<file path="src/verilog/fwsr_pkg.sv">
// Constants and types for the flash write-status polling controller
// Functional notes
// - Host reads poll or sector toggle bits only at a valid address.
// - After a timeout failure the host writes the reset command.
// - Host checks window bit around each extra erase unless spacing is under 50 us; the controller only reports it (status bit 4) and a 50 us flag (bit 6).
// - Host reads twice and compares the toggle bit; unchanged means done.
// - If still toggling with fail bit set, host re-tests; toggling means failure.
// - A host that breaks off polling restarts with a fresh double read.
package fwsr_pkg;
    // Data bus bit positions
    localparam int unsigned FWSR_BIT_POLL = 7;
    localparam int unsigned FWSR_BIT_TOGGLE = 6;
    localparam int unsigned FWSR_BIT_FAIL = 5;
    localparam int unsigned FWSR_BIT_WINDOW = 3;
    localparam int unsigned FWSR_BIT_SECTOR = 2;
    // Clock rate
    localparam int unsigned FWSR_CLK_MHZ = 250;
    // Bus cycle phases: strobes low, then recovery high (least times round up)
    localparam int unsigned FWSR_T_STROBE_NS = 80;
    localparam int unsigned FWSR_T_RECOV_NS = 40;
    localparam logic [7:0] FWSR_STROBE_CYC = 8'((FWSR_T_STROBE_NS * FWSR_CLK_MHZ + 999) / 1000);
    localparam logic [7:0] FWSR_RECOV_CYC = 8'((FWSR_T_RECOV_NS * FWSR_CLK_MHZ + 999) / 1000);
    // Host window used to time extra sector erase commands
    localparam int unsigned FWSR_T_WINDOW_US = 50;
    localparam int unsigned FWSR_WINDOW_CYC = FWSR_T_WINDOW_US * FWSR_CLK_MHZ;
    // Command register offsets (software side)
    localparam logic [3:0] FWSR_OFF_CTRL = 4'h0;
    localparam logic [3:0] FWSR_OFF_ADDR = 4'h1;
    localparam logic [3:0] FWSR_OFF_WDATA = 4'h2;
    localparam logic [3:0] FWSR_OFF_STATUS = 4'h3;
    localparam logic [3:0] FWSR_OFF_RDATA = 4'h4;
    // Control register fields
    localparam int unsigned FWSR_CTRL_WRITE = 0;
    localparam int unsigned FWSR_CTRL_READ = 1;
    localparam int unsigned FWSR_CTRL_POLL = 2;
    localparam int unsigned FWSR_CTRL_ABORT = 3;
    // Polling results
    localparam logic [1:0] FWSR_RES_NONE = 2'h0;
    localparam logic [1:0] FWSR_RES_OK = 2'h1;
    localparam logic [1:0] FWSR_RES_FAIL = 2'h2;
    // Reset values
    localparam logic [17:0] FWSR_ADDR_RST = 18'h00000;
    localparam logic [15:0] FWSR_DATA_RST = 16'h0000;
    // Sequencer states
    typedef enum logic [3:0] {
        FWSR_IDLE = 4'h0,
        FWSR_WR_LOW = 4'h1,
        FWSR_WR_HIGH = 4'h2,
        FWSR_RD_LOW = 4'h3,
        FWSR_RD_HIGH = 4'h4,
        FWSR_P_FIRST = 4'h5,
        FWSR_P_SECOND = 4'h6,
        FWSR_P_RECHK = 4'h7,
        FWSR_RESET_CMD = 4'h8,
        FWSR_FINAL = 4'h9
    } fwsr_state_e;
endpackage

</file>
<file path="src/verilog/fwsr_host.sv">
// Host controller that drives flash bus cycles and polls write status
//
// Strobed register access and the register offsets were left to the implementer.
`timescale 1ns/1ps
module fwsr_host
    import fwsr_pkg::*;
(
    input wire logic i_mclk,
    input wire logic i_rst_n,
    input wire logic [3:0] i_addr,
    input wire logic [31:0] i_wdata,
    input wire logic i_wr,
    input wire logic i_rd,
    output logic [31:0] o_rdata,
    output logic [17:0] o_flash_addr,
    output logic [15:0] o_flash_dq_out,
    output logic o_flash_dq_oe,
    input wire logic [15:0] i_flash_dq_in,
    output logic o_flash_ce_n,
    output logic o_flash_oe_n,
    output logic o_flash_we_n,
    input wire logic i_flash_ready_busy_n,
    output logic o_busy
);
    // ------------------------------------------------------------
    // State
    // ------------------------------------------------------------
    typedef struct packed {
        fwsr_state_e st;
        fwsr_state_e ret;
        logic [7:0] cnt;
        logic [17:0] addr;
        logic [15:0] wdata;
        logic [15:0] rdata;
        logic [15:0] first;
        logic [1:0] result;
        logic toggle_done;
        logic [31:0] rdout;
        logic [17:0] fa;
        logic [15:0] fdo;
        logic oe;
        logic ce_n;
        logic oe_n;
        logic we_n;
        logic busy;
        logic [13:0] since_cmd;
    } fwsr_state_s;
    fwsr_state_s s_reg, s_next;
    logic [15:0] dq_sync;
    logic rb_sync;
    logic toggled;
    logic [13:0] win_cyc;
    assign win_cyc = 14'(FWSR_WINDOW_CYC - 1);

    // Flash data and ready/busy pass two flops before use
    fwsr_sync #(.W(16)) u_dq_sync (.i_mclk(i_mclk), .i_rst_n(i_rst_n), .i_async(i_flash_dq_in), .o_sync(dq_sync));
    fwsr_sync #(.W(1)) u_rb_sync (.i_mclk(i_mclk), .i_rst_n(i_rst_n), .i_async(i_flash_ready_busy_n),
        .o_sync(rb_sync));

    // Toggle compare between consecutive status reads
    assign toggled = (s_reg.rdata[FWSR_BIT_TOGGLE] != s_reg.first[FWSR_BIT_TOGGLE]);

    // ------------------------------------------------------------
    // Next-state logic
    // ------------------------------------------------------------
    always_comb
    begin
        s_next = s_reg;
        s_next.toggle_done = 1'b0;
        if (s_reg.since_cmd != win_cyc)
            s_next.since_cmd = s_reg.since_cmd + 14'h0001;
        // Register reads, answered the next cycle
        if (i_rd)
        begin
            case (i_addr)
                FWSR_OFF_ADDR: s_next.rdout = {14'h0000, s_reg.addr};
                FWSR_OFF_WDATA: s_next.rdout = {16'h0000, s_reg.wdata};
                FWSR_OFF_STATUS: s_next.rdout = {25'h0000000, s_reg.since_cmd == win_cyc, ~rb_sync,
                    s_reg.rdata[FWSR_BIT_WINDOW], s_reg.rdata[FWSR_BIT_FAIL], s_reg.result, s_reg.busy};
                FWSR_OFF_RDATA: s_next.rdout = {16'h0000, s_reg.rdata};
                default: s_next.rdout = 32'h00000000;
            endcase
        end
        else
            s_next.rdout = 32'h00000000;
        // Register writes, ignored while a sequence runs
        if (i_wr && !s_reg.busy)
        begin
            case (i_addr)
                FWSR_OFF_ADDR: s_next.addr = i_wdata[17:0];
                FWSR_OFF_WDATA: s_next.wdata = i_wdata[15:0];
                FWSR_OFF_CTRL:
                begin
                    if (i_wdata[FWSR_CTRL_WRITE])
                    begin
                        s_next.st = FWSR_WR_LOW;
                        s_next.ret = FWSR_FINAL;
                        s_next.since_cmd = 14'h0000;
                    end
                    else if (i_wdata[FWSR_CTRL_READ])
                    begin
                        s_next.st = FWSR_RD_LOW;
                        s_next.ret = FWSR_FINAL;
                    end
                    else if (i_wdata[FWSR_CTRL_POLL])
                    begin
                        s_next.st = FWSR_RD_LOW;
                        s_next.ret = FWSR_P_FIRST;
                        s_next.result = FWSR_RES_NONE;
                    end
                    else if (i_wdata[FWSR_CTRL_ABORT])
                    begin
                        s_next.wdata = 16'h00f0;
                        s_next.st = FWSR_WR_LOW;
                        s_next.ret = FWSR_FINAL;
                    end
                    if (i_wdata[3:0] != 4'h0)
                    begin
                        s_next.busy = 1'b1;
                        s_next.cnt = FWSR_STROBE_CYC;
                    end
                end
                default: ;
            endcase
        end
        // Bus sequencer
        case (s_reg.st)
            FWSR_IDLE: ;
            FWSR_WR_LOW:
            begin
                s_next.fa = s_reg.addr;
                s_next.fdo = s_reg.wdata;
                s_next.oe = 1'b1;
                s_next.ce_n = 1'b0;
                s_next.we_n = 1'b0;
                s_next.oe_n = 1'b1;
                s_next.cnt = s_reg.cnt - 8'h01;
                if (s_reg.cnt == 8'h00)
                begin
                    s_next.we_n = 1'b1;
                    s_next.ce_n = 1'b1;
                    s_next.cnt = FWSR_RECOV_CYC;
                    s_next.st = FWSR_WR_HIGH;
                end
            end
            FWSR_WR_HIGH:
            begin
                s_next.cnt = s_reg.cnt - 8'h01;
                if (s_reg.cnt == 8'h00)
                begin
                    s_next.oe = 1'b0;
                    s_next.st = s_reg.ret;
                end
            end
            FWSR_RD_LOW:
            begin
                // One read cycle gives one status sample
                s_next.fa = s_reg.addr;
                s_next.oe = 1'b0;
                s_next.ce_n = 1'b0;
                s_next.oe_n = 1'b0;
                s_next.cnt = s_reg.cnt - 8'h01;
                if (s_reg.cnt == 8'h00)
                begin
                    s_next.rdata = dq_sync;
                    s_next.ce_n = 1'b1;
                    s_next.oe_n = 1'b1;
                    s_next.cnt = FWSR_RECOV_CYC;
                    s_next.st = FWSR_RD_HIGH;
                end
            end
            FWSR_RD_HIGH:
            begin
                s_next.cnt = s_reg.cnt - 8'h01;
                if (s_reg.cnt == 8'h00)
                    s_next.st = s_reg.ret;
            end
            FWSR_P_FIRST:
            begin
                s_next.first = s_reg.rdata;
                s_next.cnt = FWSR_STROBE_CYC;
                s_next.st = FWSR_RD_LOW;
                s_next.ret = FWSR_P_SECOND;
            end
            FWSR_P_SECOND:
            begin
                if (!toggled)
                begin
                    s_next.result = FWSR_RES_OK;
                    s_next.toggle_done = 1'b1;
                    s_next.st = FWSR_FINAL;
                end
                else if (s_reg.rdata[FWSR_BIT_FAIL])
                begin
                    s_next.first = s_reg.rdata;
                    s_next.cnt = FWSR_STROBE_CYC;
                    s_next.st = FWSR_RD_LOW;
                    s_next.ret = FWSR_P_RECHK;
                end
                else
                begin
                    s_next.first = s_reg.rdata;
                    s_next.cnt = FWSR_STROBE_CYC;
                    s_next.st = FWSR_RD_LOW;
                    s_next.ret = FWSR_P_SECOND;
                end
            end
            FWSR_P_RECHK:
            begin
                if (!toggled)
                begin
                    s_next.result = FWSR_RES_OK;
                    s_next.toggle_done = 1'b1;
                    s_next.st = FWSR_FINAL;
                end
                else
                begin
                    s_next.result = FWSR_RES_FAIL;
                    s_next.st = FWSR_RESET_CMD;
                end
            end
            FWSR_RESET_CMD:
            begin
                // Failure: reset command returns device to array read
                s_next.wdata = 16'h00f0;
                s_next.cnt = FWSR_STROBE_CYC;
                s_next.st = FWSR_WR_LOW;
                s_next.ret = FWSR_FINAL;
            end
            FWSR_FINAL:
            begin
                s_next.busy = 1'b0;
                s_next.st = FWSR_IDLE;
            end
            default: s_next.st = FWSR_IDLE;
        endcase
    end

    // ------------------------------------------------------------
    // State register
    // ------------------------------------------------------------
    always_ff @(posedge i_mclk or negedge i_rst_n)
    begin
        if (!i_rst_n)
        begin
            s_reg <= '0;
            s_reg.st <= FWSR_IDLE;
            s_reg.ret <= FWSR_IDLE;
            s_reg.addr <= FWSR_ADDR_RST;
            s_reg.wdata <= FWSR_DATA_RST;
            s_reg.ce_n <= 1'b1;
            s_reg.oe_n <= 1'b1;
            s_reg.we_n <= 1'b1;
            s_reg.since_cmd <= 14'h0000;
        end
        else
            s_reg <= s_next;
    end

    assign o_rdata = s_reg.rdout;
    assign o_flash_addr = s_reg.fa;
    assign o_flash_dq_out = s_reg.fdo;
    assign o_flash_dq_oe = s_reg.oe;
    assign o_flash_ce_n = s_reg.ce_n;
    assign o_flash_oe_n = s_reg.oe_n;
    assign o_flash_we_n = s_reg.we_n;
    assign o_busy = s_reg.busy;
endmodule

</file>
<file path="src/verilog/fwsr_sync.sv">
// Two-stage synchroniser for pins from the flash
`timescale 1ns/1ps
module fwsr_sync #(
    parameter int unsigned W = 1
) (
    input wire logic i_mclk,
    input wire logic i_rst_n,
    input wire logic [W-1:0] i_async,
    output logic [W-1:0] o_sync
);
    logic [W-1:0] meta_reg;
    // Meta stage read only by the output stage
    always_ff @(posedge i_mclk or negedge i_rst_n)
    begin
        if (!i_rst_n)
        begin
            meta_reg <= '1;
            o_sync <= '1;
        end
        else
        begin
            meta_reg <= i_async;
            o_sync <= meta_reg;
        end
    end
endmodule
</file>
<file path="config.mk">
export PLATFORM = sky130hd
export DESIGN_NAME = fwsr_host
export DESIGN_NICKNAME = d
export VERILOG_FILES = /design/src/verilog/fwsr_pkg.sv /design/src/verilog/fwsr_host.sv /design/src/verilog/fwsr_sync.sv
export SDC_FILE = /design/constraint.sdc
export NUM_CORES = 1
export LEC_CHECK = 0
export BUFFER_PORTS_ARGS = -buffer_cell sky130_fd_sc_hd__buf_2
export CORE_ASPECT_RATIO = 1.5
export CORE_MARGIN = 2
export CORE_UTILIZATION = 50
export CTS_CLUSTER_DIAMETER = 30
export DETAILED_ROUTE_END_ITERATION = 8
export PLACE_DENSITY = 0.75
export REMOVE_ABC_BUFFERS = 1
export SETUP_SLACK_MARGIN = 0.1
export SLEW_MARGIN = 40
export SYNTH_ARGS = -nofsm -noshare
export SYNTH_HDL_FRONTEND = slang
export SYNTH_SLANG_ARGS = --single-unit
</file>
<file path="constraint.sdc">
create_clock -name i_mclk -period 1.9 [get_ports i_mclk]
set_input_delay 0.38 -clock i_mclk [delete_from_list [all_inputs] [get_ports i_mclk]]
set_output_delay 0.38 -clock i_mclk [all_outputs]
set_load 0.1 [all_outputs]
</file>
==> results of run 1 <==
## worst paths after layout
check | cells after the start | startpoint | to
worst max-delay path | 7 | s_reg[154] | s_reg[116]
worst min-delay path | 1 | i_flash_dq_in[12] | u_dq_sync.meta_reg[12]
worst max register to register | 7 | s_reg[154] | s_reg[116]
worst min register to register | 0 | u_dq_sync.meta_reg[14] | u_dq_sync.o_sync[14]
max in group asynchronous | 3 | i_rst_n | u_dq_sync.meta_reg[15]
min in group asynchronous | 2 | i_rst_n | o_flash_addr[13]
## kinds of logic (layout without fill, tap and decap cells)
logic type | count (synthesis) | after routing | synth area share (%)
simple gates | 218 | 218 | 14.5
xor+xnor | 15 | 15 | 1.68
compound gates | 110 | 110 | 9.57
fa+ha+maj | 4 | 4 | 0.609
mux | 53 | 53 | 8.09
other cells | 1 | 14 | 0.0480
flops | 174 | 174 | 56.4
buf+inv | 115 | 196 | 9.13
## power by group
| group | internal, uW | switching [uW] | total, uW | leakage, uW |
|---|---|---|---|---|
| combinational | 2070 | 4840 | 6910 | 0.00188 |
| clock | 1870 | 1490 | 3360 | 0.000275 |
| sequential | 4770 | 869 | 5640 | 0.00216 |
| total | 8720 | 7200 | 15900 | 0.00432 |
## synth_stat cells (all sizes together) (4+ instances only)
master and count:
a21oi 19, a222oi 16, a31oi 6, and2 4, and3 7, buf 82
clkbuf 22, dfrtp 137, dfstp 37, inv 11, mux2 51, nand2 95
nand2b 4, nand3 25, nand4 5, nor2 37, nor2b 5, nor3 5
nor3b 5, nor4b 7, o211ai 10, o21ai 32, o221ai 4, xnor2 5
xor2 10
## critical path: stages, from the launching register on
cell,delay [ns]
dfrtp_1,0.42
inv_2,0.08
ha_2,0.16
nor3b_4,0.19
and2_4,0.20
nand3_4,0.12
clkbuf_16,0.20
mux2_4,0.29
## metal layers
| metal | up-vias | share of wire [%] |
|---|---|---|
| met4 | 0 | 4.2 |
| li1 | 2507 | - |
| met5 | - | 0 |
| met1 | 2766 | 38 |
| met3 | 59 | 5.2 |
| met2 | 256 | 53 |
## cell type report
type	instances	area share (%)
Clock buffer	19	4.85
Tap cell	203	2.78
Sequential cell	174	48.2
Timing Repair Buffer	153	11.5
Clock inverter	13	1.42
Inverter	11	0.452
Multi-Input combinational cell	414	30.8
## stage by stage
step	total power (uW)	cell area, um2	hold slack, ns	std cells
floorplan	10300	7180	0.0844	599
global placement	12200	8460	0.274	949
detailed placement	12400	8460	0.286	949
CTS	15800	9040	0.0378	982
global route	16600	9130	0.0301	987
finish	15900	9130	0.0487	987
## repair_timing
item	4_1_cts	5_1_grt
endpoints found under the setup margin	9	45
hold buffers	1	0
hold endpoints to repair	15	0
resized for setup	1	14
setup buffers	0	4
gates cloned	0	1
==> impl_metrics.env, run 1 <==
export IMPL_status="complete, no violations"
export IMPL_crit_path_max_fanout=8
export IMPL_dr_total_vias=5588
export IMPL_die_area_mm2=0.0167
export IMPL_cts_sinks=174
export IMPL_antenna_found_initial=0
export IMPL_grt_pass1_wl_um=30600
export IMPL_drc=0
export IMPL_clk_latency_ns=0.42
export IMPL_io_pins=128
export IMPL_clkTransAtPathRegs_ns=0.07
export IMPL_netlist_top_cell_by_area="dfrtp_1"
export IMPL_area_growth_pct=17.0
export IMPL_use_met3_pct=3.60
export IMPL_drv_cap=0
export IMPL_hpwl_um=13200
export IMPL_slew_viol_final=0
export IMPL_rrSetupSlack_ns=0.12
export IMPL_antenna_cells=0
export IMPL_initial_utilization_pct=50.4
export IMPL_relSlewSlack_pct=61.1
export IMPL_fmax_ghz=0.561
export IMPL_place_congestion=0.903
export IMPL_synth_seq_area_share_pct=56.4
export IMPL_cts_tree="done"
export IMPL_min_path_type="in2reg"
export IMPL_p_leak_uw=0.00432
export IMPL_num_nets_final=831
export IMPL_layout_common_cells="dfrtp_1, buf_2, nand2_1, mux2_2, buf_4"
export IMPL_synth_top_cells_by_area="dfrtp_1, dfstp_2, buf_4, mux2_2, nand2_1"
export IMPL_grt_max_degree=70
export IMPL_grt_ovfl_total=0
export IMPL_timing_final_crit_share_pct=93.8
export IMPL_drtIter0Drc=455
export IMPL_min_period_ns=1.78
export IMPL_route_antenna_remaining_nets=0
export IMPL_cts_buffers=17
export IMPL_grt_pass1_vias=5856
export IMPL_firstDrtPassIters=6
export IMPL_grt_util_met2_pct=43.4
export IMPL_grt_use_total_pct=24.0
export IMPL_start_kind="flop"
export IMPL_yosysWarnings=0
export IMPL_die_w_um=106
export IMPL_skew_ns=0.0109
export IMPL_fin_util_pct=59.0
export IMPL_place_ws_ns=-0.0524
export IMPL_synth_top_cell_area_share_pct=43.9
export IMPL_final_common_cell="dfrtp_1"
export IMPL_vias_per_cell=5.66
export IMPL_crit_path_end_kind="flop"
export IMPL_wire_per_inst_um=19.7
export IMPL_multiInputGateArea_mm2=0.00281
export IMPL_fp_dieH_um=157
export IMPL_rsz0062_at_grt="true"
export IMPL_fillCellCount=1248
export IMPL_avgSynthCellArea_um2=11.3
export IMPL_ys_flop_type="dfrtp_1"
export IMPL_gr_usage_met1_pct=27.5
export IMPL_fin_ws_ns=0.118
export IMPL_synth_edf_count=0
export IMPL_ctsLongestPathBuffers=2
export IMPL_port_buffers=99
export IMPL_cts_max_level=4
export IMPL_cp_arrival_ns=2.09
export IMPL_num_rows=56
export IMPL_netlist_area_mm2=0.00781
export IMPL_finalSetupViolCount=0
export IMPL_root_buffer="clkbuf_16"
export IMPL_seq_area_mm2=0.00440
export IMPL_largest_reg_flops=83
export IMPL_crit_type="reg2reg"
export IMPL_postSynth_asyncResetShare_pct=100
export IMPL_grt_busiest_layer="met2"
export IMPL_ys_ff_latch=174
export IMPL_ir_worst_vdd_mv=1.39
export IMPL_hold_viol=0
export IMPL_synth_cells=690
export IMPL_ys_types=65
export IMPL_required_ns=2.21
export IMPL_totalWireLength_um=19400
export IMPL_worst_slew_pin_slew_ns=0.576
export IMPL_drive_above_1_share_pct=38.3
export IMPL_p_per_area_mw_per_mm2=1740
export IMPL_totalNegativeSetupSlack_ns=0
export IMPL_core_area_mm2=0.0155
(Power assumes the default switching activity.)
==> inputs of run 2 (changes only) <==
--- a/config.mk
+++ b/config.mk
@@ -11,6 +11,7 @@
 export CORE_UTILIZATION = 50
 export CTS_CLUSTER_DIAMETER = 30
 export DETAILED_ROUTE_END_ITERATION = 8
+export MAX_ROUTING_LAYER = met4
 export PLACE_DENSITY = 0.75
 export REMOVE_ABC_BUFFERS = 1
 export SETUP_SLACK_MARGIN = 0.1
==> run 2 against run 1 <==
Effect of this change:
- count of clock-buffer cells in the layout down 2
- utilization is 0.82 points higher
- clock power grew 3%
- maximum frequency rose by 0.96%
- via count increased by 1.6%
- setup slack improved by 0.017 ns
- hold slack got worse by 0.012 ns
- power increased by 1.4%
- critical path depth unchanged
- non-clock buffer count up 13
- clock skew is 0.0026 ns higher
- critical endpoint is now s_reg[119]
- largest cell class unchanged
- highest routed layer unchanged
==> impl_metrics.env, run 2 (synthesis results as in run 1) <==
export IMPL_totalWireLength_um=20000
export IMPL_seq_area_mm2=0.00440
export IMPL_die_w_um=106
export IMPL_path_depth=7
export IMPL_crit_type="reg2reg"
export IMPL_fillCellCount=1241
export IMPL_min_period_ns=1.77
export IMPL_crit_family="simple AND/OR/NAND/NOR gates"
export IMPL_worstHoldStart="i_flash_dq_in[13]"
export IMPL_critPathBufInv=2
export IMPL_die_area_mm2=0.0167
export IMPL_fin_util_pct=59.8
export IMPL_crit_path_end_kind="flop"
export IMPL_reg2regPathDepth=7
export IMPL_crit_path_max_fanout=8
export IMPL_grt_max_degree=44
export IMPL_drv_cap=0
export IMPL_cts_tree="done"
export IMPL_p_per_area_mw_per_mm2=1740
export IMPL_core_area_mm2=0.0155
export IMPL_largest_reg_flops=83
export IMPL_cp_arrival_ns=2.08
export IMPL_place_congestion=0.928
export IMPL_skew_ns=0.0135
export IMPL_cp_slowest_cell="dfrtp_1"
export IMPL_p_leak_uw=0.00440
export IMPL_cts_sinks=174
export IMPL_cpPeakStageDelay_ns=0.40
export IMPL_route_antenna_remaining_nets=0
export IMPL_path_cells="inv_2 > ha_4 > nor3b_4 > and2_4 > nand3_4 > clkbuf_16 > mux2_4"
export IMPL_antenna_found_initial=0
export IMPL_relSlewSlack_pct=60.3
export IMPL_grt_use_total_pct=25.6
export IMPL_required_ns=2.22
export IMPL_hpwl_um=13700
export IMPL_clk_latency_ns=0.43
export IMPL_ir_worst_vdd_mv=1.15
export IMPL_dr_total_vias=5676
export IMPL_firstDrtPassIters=5
export IMPL_fp_dieH_um=157
export IMPL_clkTransAtPathRegs_ns=0.08
export IMPL_root_buffer="clkbuf_16"
export IMPL_antenna_cells=0
export IMPL_finalSetupViolCount=0
export IMPL_wire_per_inst_um=20.0
export IMPL_area_growth_pct=18.6
export IMPL_start_kind="flop"
export IMPL_vias_per_cell=5.68
export IMPL_dpl_cell_area_mm2=0.00851
export IMPL_hold_depth=1
export IMPL_min_path_type="in2reg"
export IMPL_stdcell_area_mm2=0.00926
export IMPL_cts_max_level=4
export IMPL_num_nets_final=844
export IMPL_slew_viol_final=0
export IMPL_ctsLongestPathBuffers=2
export IMPL_port_buffers=99
export IMPL_layout_common_cells="dfrtp_1, buf_2, nand2_1, buf_4, mux2_2"
export IMPL_drc=0
export IMPL_io_pins=128
export IMPL_final_common_cell="dfrtp_1"
export IMPL_initial_utilization_pct=50.4
export IMPL_grt_pass1_wl_um=31700
export IMPL_crit_path_start="s_reg[155]"
export IMPL_worst_slew_pin_slew_ns=0.590
export IMPL_timing_final_crit_share_pct=92.9
export IMPL_grt_pass1_vias=5917
export IMPL_cts_buffers=17
export IMPL_fmax_ghz=0.566
export IMPL_grt_ovfl_total=0
export IMPL_status="complete, no violations"
export IMPL_rsz0062_at_grt="true"
export IMPL_drtIter0Drc=506
export IMPL_drive_above_1_share_pct=39.5
export IMPL_hold_viol=0
export IMPL_multiInputGateArea_mm2=0.00283
export IMPL_num_rows=56
export IMPL_r2r_start="s_reg[155]"
## run 2: through the flow
step	cells	setup slack [ns]	total power, uW	setup TNS [ns]	hold slack (ns)
final	1000	0.135	16100	0	0.0367
after global routing	1000	0.0860	16900	0	0.0153
after CTS	993	0.0816	15900	0	0.0267
after detailed placement	960	-0.146	12400	-2.56	0.339
after global placement	960	-0.131	12200	-1.93	0.330
after floorplan	599	-1.02	10300	-36.53	0.0844
## run 2: per-layer routing
| layer | vias up | GRT usage, % | routed length, um |
|---|---|---|---|
| met5 | - | - | 0 |
| met4 | 0 | 10.5 | 421 |
| met3 | 32 | 3.77 | 938 |
| met2 | 233 | 44.5 | 10800 |
| met1 | 2896 | 29.8 | 7850 |
| li1 | 2515 | - | - |
## run 2: path summary, 6_finish.rpt
check                                              end  slack, ns
worst min register to register     u_dq_sync.o_sync[4]       0.35
worst max-delay path                        s_reg[119]       0.13
worst max register to register              s_reg[119]       0.13
max in group asynchronous        u_dq_sync.meta_reg[4]       0.73
min in group asynchronous              o_flash_addr[3]       0.45
worst min-delay path            u_dq_sync.meta_reg[13]       0.04
## run 2: layout make-up
type	instances	share of cell area, %
clock buffers	17	4.59
clock inverters	15	1.76
inverters	11	0.446
multi-input cells	414	30.6
flip-flops and latches	174	47.6
well taps	203	2.74
repair buffers	166	12.3
## run 2: repair_timing
action,4_1_cts,5_1_grt
pin swaps,0,4
hold buffers,1,0
endpoints found under the setup margin,45,59
buffers inserted,0,6
gates resized for setup,4,19
hold endpoints to repair,31,0
gates cloned,0,1
## run 2: power by group
part           switching, uW  internal [uW]  total [uW]
clock network           1680           1770        3460
registers                847           4770        5620
logic                   4890           2170        7060
